[src/verilog/fptu_regs.svh]
// fptu_regs.svh: constants for the parameter-table and identifier readout link
// assumes: included by both ends, the checks and the bench, definitions only
`ifndef FPTU_REGS_SVH
`define FPTU_REGS_SVH
// opcodes
`define FPTU_OP_UID        8'h5A
`define FPTU_OP_PTAB       8'h5B
`define FPTU_OP_RDSR       8'h05
`define FPTU_OP_WRSR       8'h01
`define FPTU_OP_READ       8'h03
`define FPTU_OP_DPD        8'hB9
`define FPTU_OP_REL        8'hAB
// identifier window
`define FPTU_UID_BASE      8'h80
`define FPTU_UID_LAST      8'h8B
// table fields
`define FPTU_QW_DUMMY      5'b0_0100
`define FPTU_QW_MODE       3'b010
`define FPTU_QW_OPC        8'hEB
`define FPTU_RSVD_BYTE     8'hFF
`define FPTU_ST1_SIZE      8'h0C
`define FPTU_ST1_OPC       8'h20
`define FPTU_ST2_SIZE      8'h0F
`define FPTU_ST2_OPC       8'h52
`define FPTU_ST3_SIZE      8'h10
`define FPTU_ST3_OPC       8'hD8
`define FPTU_ST4_SIZE      8'h00
`define FPTU_ST4_OPC       8'hFF
`define FPTU_ARRAY_ERASED  8'hFF
`define FPTU_STATUS_RESET  8'h00
// table addresses
`define FPTU_A_48          8'h48
`define FPTU_A_49          8'h49
`define FPTU_A_4A          8'h4A
`define FPTU_A_4B          8'h4B
`define FPTU_A_4C          8'h4C
`define FPTU_A_4D          8'h4D
`define FPTU_A_4E          8'h4E
`define FPTU_A_4F          8'h4F
`define FPTU_A_50          8'h50
`define FPTU_A_51          8'h51
`define FPTU_A_52          8'h52
`define FPTU_A_53          8'h53
// timing, ns, at 50 ns clock
`define FPTU_CLK_NS        50
`define FPTU_T_PU_NS       100000
`define FPTU_T_DP_NS       3000
`define FPTU_T_RES1_NS     3000
`define FPTU_T_RES2_NS     1800
`define FPTU_T_W_NS        30000000
// least time rounds up, longest rounds down
`define FPTU_PU_CYC        ((`FPTU_T_PU_NS + `FPTU_CLK_NS - 1) / `FPTU_CLK_NS)
`define FPTU_DP_CYC        (`FPTU_T_DP_NS / `FPTU_CLK_NS)
`define FPTU_RES1_CYC      (`FPTU_T_RES1_NS / `FPTU_CLK_NS)
`define FPTU_RES2_CYC      (`FPTU_T_RES2_NS / `FPTU_CLK_NS)
`define FPTU_W_CYC         (`FPTU_T_W_NS / `FPTU_CLK_NS)
// host divider: half period in system clocks
`define FPTU_HALF_DIV      4'h4
`endif

[src/verilog/fptu_pkg.sv]
// fptu_pkg.sv: request kind type used by the host end and the bench
// assumes: fptu_regs.svh on the include path
package fptu_pkg;
   // host request kinds
   typedef enum logic [2:0]
   {
      FPTU_REQ_UID  = 3'b000,
      FPTU_REQ_PTAB = 3'b001,
      FPTU_REQ_RDSR = 3'b010,
      FPTU_REQ_WRSR = 3'b011,
      FPTU_REQ_DPD  = 3'b100,
      FPTU_REQ_REL  = 3'b101,
      FPTU_REQ_READ = 3'b110
   } fptu_req_t;
endpackage

[src/verilog/fptu_link_if.sv]
// fptu_link_if.sv: serial link between host and flash end
// assumes: no pin resolution, host samples the data-out value whatever its enable
`timescale 1ns/1ns
interface fptu_link_if;
   logic sclk;        // serial clock, host made
   logic cs_n;        // chip select, active low
   logic mosi;        // host to device data
   logic miso_o;      // device output value
   logic miso_oe_n;   // device output enable, low drives
   modport dev  (input sclk, cs_n, mosi, output miso_o, miso_oe_n);
   modport host (output sclk, cs_n, mosi, input miso_o, miso_oe_n);
endinterface

[src/verilog/fptu_dev.sv]
// fptu_dev.sv: flash end answering table, identifier, status and power commands
// assumes: link clock far slower than sys_clk_i, mode 0 framing
`timescale 1ns/1ns
`include "fptu_regs.svh"
module fptu_dev
#(
   parameter logic [95:0] UID_VALUE = 96'h0123_4567_89AB_CDEF_0011_2233, // arbitrary per-die value
   parameter int          W_CYC     = `FPTU_W_CYC                          // status write busy length
)
(
   // clock and reset
   input  wire logic sys_clk_i,
   input  wire logic reset_i,
   // link
   fptu_link_if.dev  link,
   // user side status
   output logic      powered_down_o,
   output logic      busy_o
);
   import fptu_pkg::*;
   ////////////////////////////////////////////////////////////////////////
   // pin synchronisers, first stage read only by the second
   logic [2:0] s1_reg;
   logic [2:0] s2_reg;
   logic       sclk_d_reg;
   always_ff @(posedge sys_clk_i)
   begin
      s1_reg     <= {link.sclk, link.cs_n, link.mosi};
      s2_reg     <= s1_reg;
      sclk_d_reg <= s2_reg[2];
   end
   wire sclk_s = s2_reg[2];
   wire cs_s   = s2_reg[1];
   wire mosi_s = s2_reg[0];
   wire rise   = sclk_s & ~sclk_d_reg & ~cs_s;
   wire fall   = ~sclk_s & sclk_d_reg & ~cs_s;
   logic cs_d_reg;
   always_ff @(posedge sys_clk_i)
      cs_d_reg <= reset_i ? 1'b1 : cs_s;
   wire cs_rise = cs_s & ~cs_d_reg;
   ////////////////////////////////////////////////////////////////////////
   // table byte lookup
   function automatic logic [7:0] ptab_byte(input logic [7:0] a);
      logic [7:0] b;
      b = `FPTU_RSVD_BYTE;
      if (a == `FPTU_A_4A) b = {`FPTU_QW_MODE, `FPTU_QW_DUMMY};
      else if (a == `FPTU_A_4B) b = `FPTU_QW_OPC;
      else if (a == `FPTU_A_4C) b = `FPTU_ST1_SIZE;
      else if (a == `FPTU_A_4D) b = `FPTU_ST1_OPC;
      else if (a == `FPTU_A_4E) b = `FPTU_ST2_SIZE;
      else if (a == `FPTU_A_4F) b = `FPTU_ST2_OPC;
      else if (a == `FPTU_A_50) b = `FPTU_ST3_SIZE;
      else if (a == `FPTU_A_51) b = `FPTU_ST3_OPC;
      else if (a == `FPTU_A_52) b = `FPTU_ST4_SIZE;
      else if (a == `FPTU_A_53) b = `FPTU_ST4_OPC;
      return b;
   endfunction
   // identifier byte, ascending address over 80h..8Bh; any address outside reads the 80h byte
   function automatic logic [7:0] uid_byte(input logic [7:0] a);
      logic [3:0] i;
      i = (a >= `FPTU_UID_BASE && a <= `FPTU_UID_LAST) ? 4'(a - `FPTU_UID_BASE) : 4'h0;
      return UID_VALUE[8'(95 - 8 * i) -: 8];
   endfunction
   ////////////////////////////////////////////////////////////////////////
   // frame state
   typedef enum logic [2:0]
   {
      FPTU_D_OPC   = 3'b000,
      FPTU_D_ADDR  = 3'b001,
      FPTU_D_DUMMY = 3'b010,
      FPTU_D_OUT   = 3'b011,
      FPTU_D_WDATA = 3'b100,
      FPTU_D_IDLE  = 3'b101
   } fptu_dstate_t;
   fptu_dstate_t st_reg;
   logic [7:0]  sh_reg;         // input shifter
   logic [2:0]  bit_reg;        // bit in byte
   logic [1:0]  ab_reg;         // address byte count
   logic [7:0]  op_reg;         // latched opcode
   logic [7:0]  addr_reg;       // byte address, low byte
   logic [7:0]  out_reg;        // output shifter
   logic        oe_n_reg;       // output enable, low drives
   logic [7:0]  status_reg;     // status contents
   logic        dp_reg;         // deep power-down
   logic [31:0] tmr_reg;        // latency timer
   logic [1:0]  pend_reg;       // 1 enter dp, 2 leave dp, 3 status write
   wire [7:0] sh_next = {sh_reg[6:0], mosi_s};
   wire       byte_done = rise & (bit_reg == 3'h7);
   // byte served for the current read address
   wire [7:0] rd_byte = (op_reg == `FPTU_OP_UID)  ? uid_byte(addr_reg) :
                        (op_reg == `FPTU_OP_PTAB) ? ptab_byte(addr_reg) :
                        (op_reg == `FPTU_OP_RDSR) ? status_reg :
                        `FPTU_ARRAY_ERASED;
   wire has_addr = (sh_next == `FPTU_OP_UID) | (sh_next == `FPTU_OP_PTAB) | (sh_next == `FPTU_OP_READ);
   ////////////////////////////////////////////////////////////////////////
   // frame decoding and output shifting
   always_ff @(posedge sys_clk_i)
   begin
      if (reset_i | cs_s)
      begin
         st_reg   <= FPTU_D_OPC;
         bit_reg  <= 3'h0;
         ab_reg   <= 2'h0;
         oe_n_reg <= 1'b1;
         sh_reg   <= 8'h00;
         if (reset_i)
         begin
            op_reg   <= 8'h00;
            addr_reg <= 8'h00;
            out_reg  <= 8'h00;
         end
      end
      else
      begin
         if (rise)
         begin
            sh_reg  <= sh_next;
            bit_reg <= bit_reg + 3'h1;
         end
         // output changes on the falling edge
         if (fall && st_reg == FPTU_D_OUT)
         begin
            oe_n_reg <= 1'b0;
            if (bit_reg == 3'h0)
            begin
               out_reg  <= rd_byte;
               addr_reg <= addr_reg + 8'h01;
            end
            else
               out_reg <= {out_reg[6:0], 1'b0};
         end
         if (byte_done)
         begin
            case (st_reg)
               FPTU_D_OPC:
               begin
                  op_reg <= sh_next;
                  // asleep: only release is heard
                  if (dp_reg && sh_next != `FPTU_OP_REL) st_reg <= FPTU_D_IDLE;
                  else if (has_addr) st_reg <= FPTU_D_ADDR;
                  else if (sh_next == `FPTU_OP_RDSR) st_reg <= FPTU_D_OUT;
                  else if (sh_next == `FPTU_OP_WRSR) st_reg <= FPTU_D_WDATA;
                  else st_reg <= FPTU_D_IDLE;
               end
               FPTU_D_ADDR:
               begin
                  ab_reg   <= ab_reg + 2'h1;
                  addr_reg <= sh_next;
                  if (ab_reg == 2'h2)
                     st_reg <= (op_reg == `FPTU_OP_READ) ? FPTU_D_OUT : FPTU_D_DUMMY;
               end
               FPTU_D_DUMMY: st_reg <= FPTU_D_OUT;
               FPTU_D_WDATA:
               begin
                  op_reg <= `FPTU_OP_WRSR;
                  addr_reg <= sh_next;                                // written status byte
                  st_reg <= FPTU_D_IDLE;
               end
               default: st_reg <= st_reg;
            endcase
         end
      end
   end
   ////////////////////////////////////////////////////////////////////////
   // power and status write latencies, started at chip select rise
   wire [7:0] frame_op = op_reg;
   always_ff @(posedge sys_clk_i)
   begin
      if (reset_i)
      begin
         status_reg <= `FPTU_STATUS_RESET;
         dp_reg     <= 1'b0;
         tmr_reg    <= 32'h0000_0000;
         pend_reg   <= 2'h0;
      end
      else if (pend_reg != 2'h0)
      begin
         if (tmr_reg == 32'h0000_0000)
         begin
            pend_reg <= 2'h0;
            if (pend_reg == 2'h1) dp_reg <= 1'b1;
            else if (pend_reg == 2'h2) dp_reg <= 1'b0;
            else status_reg <= addr_reg;
         end
         else
            tmr_reg <= tmr_reg - 32'h0000_0001;
      end
      else if (cs_rise)
      begin
         if (frame_op == `FPTU_OP_DPD && !dp_reg)
         begin
            pend_reg <= 2'h1;
            tmr_reg  <= 32'(`FPTU_DP_CYC - 1);
         end
         else if (frame_op == `FPTU_OP_REL && dp_reg)
         begin
            pend_reg <= 2'h2;
            tmr_reg  <= 32'(`FPTU_RES2_CYC - 1);
         end
         else if (frame_op == `FPTU_OP_WRSR && st_reg == FPTU_D_IDLE && !dp_reg)
         begin
            pend_reg <= 2'h3;
            tmr_reg  <= 32'(W_CYC - 1);
         end
      end
   end
   ////////////////////////////////////////////////////////////////////////
   // outputs
   assign link.miso_o    = out_reg[7];
   assign link.miso_oe_n = oe_n_reg;
   assign powered_down_o = dp_reg;
   assign busy_o         = (pend_reg != 2'h0);
endmodule // fptu_dev

[src/flat_wrapper.sv]
// flat-port wrapper written by rule: the top's interface ports become plain ports
module fptu_dev_flat import fptu_pkg::*;
#(
   parameter logic [95:0] UID_VALUE = 96'h0123_4567_89AB_CDEF_0011_2233,                           
   parameter int          W_CYC     = `FPTU_W_CYC                                                     
)
  (sys_clk_i, reset_i, powered_down_o, busy_o, link_sclk, link_cs_n, link_mosi, link_miso_o, link_miso_oe_n);
  fptu_link_if link_i ();
  input  wire logic sys_clk_i;
  input  wire logic reset_i;
  output logic powered_down_o;
  output logic busy_o;
  input wire logic [$bits(link_i.sclk)-1:0] link_sclk;
  input wire logic [$bits(link_i.cs_n)-1:0] link_cs_n;
  input wire logic [$bits(link_i.mosi)-1:0] link_mosi;
  output wire logic [$bits(link_i.miso_o)-1:0] link_miso_o;
  output wire logic [$bits(link_i.miso_oe_n)-1:0] link_miso_oe_n;
  assign link_i.sclk = link_sclk;
  assign link_i.cs_n = link_cs_n;
  assign link_i.mosi = link_mosi;
  assign link_miso_o = link_i.miso_o;
  assign link_miso_oe_n = link_i.miso_oe_n;
  fptu_dev #(.UID_VALUE(UID_VALUE), .W_CYC(W_CYC)) u_core (.sys_clk_i(sys_clk_i), .reset_i(reset_i), .link(link_i), .powered_down_o(powered_down_o), .busy_o(busy_o));
endmodule
[config.mk]
export PLATFORM = sky130hd
export DESIGN_NAME = fptu_dev_flat
export DESIGN_NICKNAME = d
export VERILOG_FILES = /design/src/verilog/fptu_pkg.sv /design/src/verilog/fptu_link_if.sv /design/src/verilog/fptu_dev.sv /design/src/flat_wrapper.sv
export VERILOG_INCLUDE_DIRS = /design/src /design/src/verilog
export SDC_FILE = /design/constraint.sdc
export NUM_CORES = 1
export LEC_CHECK = 0
export BUFFER_PORTS_ARGS = -buffer_cell sky130_fd_sc_hd__buf_2
export CORE_MARGIN = 2
export CORE_UTILIZATION = 49
export CTS_BUF_LIST = sky130_fd_sc_hd__clkbuf_8
export CTS_CLUSTER_DIAMETER = 60
export DETAILED_ROUTE_END_ITERATION = 10
export PLACE_DENSITY = 0.72
export SLEW_MARGIN = 20
export SYNTH_ARGS = -nofsm -noshare
export SYNTH_HDL_FRONTEND = slang
export SYNTH_SLANG_ARGS = --single-unit
[constraint.sdc]
create_clock -name sys_clk_i -period 3.2 [get_ports sys_clk_i]
set_input_delay 0.32 -clock sys_clk_i [delete_from_list [all_inputs] [get_ports sys_clk_i]]
set_output_delay 0.32 -clock sys_clk_i [all_outputs]
set_load 0.005 [all_outputs]
==> impl_results.md <==
* Post-cts hold buffer count at 0
* Vias in the first global route at 3,956
* CP max-delay cell: edfxtp_1
* Synth top area share at 0.267
* Unique cell type count in the Yosys netlist at 73
* Max reg flops at 32
* Status: completed
* Total grt overflow at 0
* Slew margin rel. at 0.358
* CP peak stage delay at about 0.52 ns
* Synth Area per Inst at 8.85 sq um
* First-pass GRT wire length at around 19 mm
* Pleak at 2.07 nW
* Clk buf depth at 2
* Critical R2R Capture: u_core.out_reg[5]
* Yosys top cell by area: dfxtp_1
* Root Buffer: clkbuf_8
* CP cell instances: or3b_2 > or3_1 > ha_1 > xor2_1 > a22oi_1 > o41a_1 > nand2_1 > a21oi_1 > a211oi_1
* H-tree levels at 3
* Vias per cell at 6.11
* R2r worst-path depth at 9
* Top Metal Used: met4
* CP endpoint kind: flip-flop
* Total Neg Setup Slack at 0 ns
* Tightest Pin Transition at slightly below 1 ns
* Fmax achieved at 334 MHz
* Pwr/cell area at 380 nW/um^2
* Starting density of the core at 0.509
* Post-layout min period at 3.00 ns
* Largest net degree at the start of global routing at 29
* Post-CTS Repair Setup Buffers at 0
* Clk sink count at 91
* Hold Path Class: input port to flip-flop
* CP top delay family: simple AND/OR/NAND/NOR gates
* Total Power at roughly 0.0020 W
* Die Y at 105 um
* Most common cell after layout, fill and taps aside: dfxtp_1
* Wire per inst at 16.1 um
* Synth warn at 0
* Worst-Skew Late Latency at roughly 0.36 ns
* Routability cong. at ~0.84
* CP Buf/Inv Count at 0
* Gr usage total at 0.212
* Worst setup SP type: flip-flop
* Req. time, crit path at 3.38 ns
* Final Non-Filler Cells at between 700 and 800
* Standard-cell rows at 36
* Synthesized flop and latch total at 91
* Final hold violations at 0
* DPL Wire Length at between 8 and 9 mm
* Routed length on met2 at a little over 5 mm
* Hold Startpoint: link_mosi
* EDFF count, synth at 24
* WL met1 at around 5.4 mm
* Placed cells at approximately 690
* Worst Hold Depth at 1
* R2r setup slk at 0.20 ns
* Fraction of layout cells with a size suffix above 1 at 0.111
* Most frequent cells in the layout: dfxtp_1, nor2_1, a21oi_1, nand2_1, inv_1
* Num CTS Buffers at 9
* VDD IR max at 0.000313 V
* FFs w/ async S/R, synth at 0
* CTS tree: built
* Post-synth top flop: dfxtp_1
* Maximum Capacitance Violations at 0
* Die Footprint at approximately 11,000 sq um
* Post-Route WL at 11.4 mm
* Pre-CTS setup slack at 0.289 ns
* DRT iter0 DRCs at 364
* Hold Path End: u_core.s1_reg[0]
* Max FO, Critical Path at 8
* RSZ-0062 raised after global routing: false
* Clk slew on worst S/H paths at 0.10 ns
* Final #Nets at 589
* Final Slew Violations at 0
* Drt pass-1 iters at 7
* Drt drc at 0
* Final worst path period share at 0.936
* CP arrival at ~3.2 ns
* Mapped Area at roughly 5000 sq um
* Final worst setup slack at 0.205 ns
* Clock skew after layout at 0.0147 ns
* Antenna Cells at 0
* Core Area at 9860 sq um
* Top cells by area, synth: dfxtp_1, edfxtp_1, nor2_1, a21oi_1, ha_1
* Antenna viol nets, final at 0
* Post-synthesis sequential area ratio at 0.410
* Final setup viols at 0
* Vias at 4,329
* Die X at between 100 and 150 um
* Critical path depth at 9
* Kind of critical path: flip-flop to flip-flop
* P&R area growth vs syn at 6.95%
* Antenna violations before repair at 0
* Count of buffers from port buffering at 8
* # IOs at 9
* Post_cts resized at 0
* Synthesized Nets at 587
* Synthesized instance count at ~570
* RR Startpoint: u_core.addr_reg[5]
* Met3 Routed Length at 657 um
-- metrics by stage --
stage               hold slack, ns  area, sq um  utilization
floorplan                    0.310         5020            -
global placement             0.311         5200        0.528
detailed placement           0.314         5200        0.528
CTS                         0.0396         5370        0.545
global route                0.0281         5370        0.545
finish                      0.0541         5370        0.545
-- area by class of cell --
class	count	area, sq um
Multi-Input combinational cell	420	2730
Sequential cell	91	2060
Fill cell	875	4490
Timing Repair Buffer	23	153
Tap cell	133	166
Clock inverter	7	46.3
Inverter	25	93.8
Clock buffer	9	124
-- worst max path at each step --
stage / start / slack [ns] / endpoint
3_5_place_dp: u_core.addr_reg[5] / 0.29 / u_core.out_reg[5]
3_3_place_gp: u_core.addr_reg[5] / 0.40 / u_core.out_reg[5]
2_1_floorplan: u_core.addr_reg[4] / 0.44 / u_core.out_reg[5]
4_1_cts: u_core.addr_reg[5] / 0.24 / u_core.out_reg[5]
5_1_grt: u_core.addr_reg[5] / 0.08 / u_core.out_reg[5]
6_report: u_core.addr_reg[5] / 0.20 / u_core.out_reg[5]
-- per-layer routing --
layer,up-vias,global-route usage
met1,2061,0.302
met2,131,0.322
li1,2123,-
met5,-,0
met4,0,0.0771
met3,14,0.0371
-- kinds of logic after synthesis --
family,synth area share
simple gates,0.244
buf+inv,0.0466
fa+ha+maj,0.0349
flops,0.410
mux,0.0259
compound gates,0.219
xor+xnor,0.0192
-- cells in the mapped netlist (5+ instances only) --
library cell / instances
nand2b_1: 11
nor3_1: 13
mux2i_1: 13
xnor2_1: 6
nor4_1: 7
inv_1: 24
o221a_2: 7
a21oi_2: 5
a21oi_1: 45
nand2_1: 33
edfxtp_1: 24
or2_2: 5
dfxtp_1: 67
ha_1: 14
o21ai_0: 23
nand3_1: 15
clkbuf_1: 28
or3_1: 11
or4_1: 15
nand4b_1: 6
nor2_1: 63
a211oi_1: 19
o31ai_1: 15
and2_1: 12
xor2_1: 5
-- report_power, final --
| group | total [W] | switching [W] | internal, W |
|---|---|---|---|
| logic | 0.000116 | 0.0000746 | 0.0000413 |
| registers | 0.00123 | 0.0000279 | 0.00121 |
| clock network | 0.000693 | 0.000414 | 0.000279 |
| total | 0.00204 | 0.000516 | 0.00153 |
(Power assumes the default switching activity.)
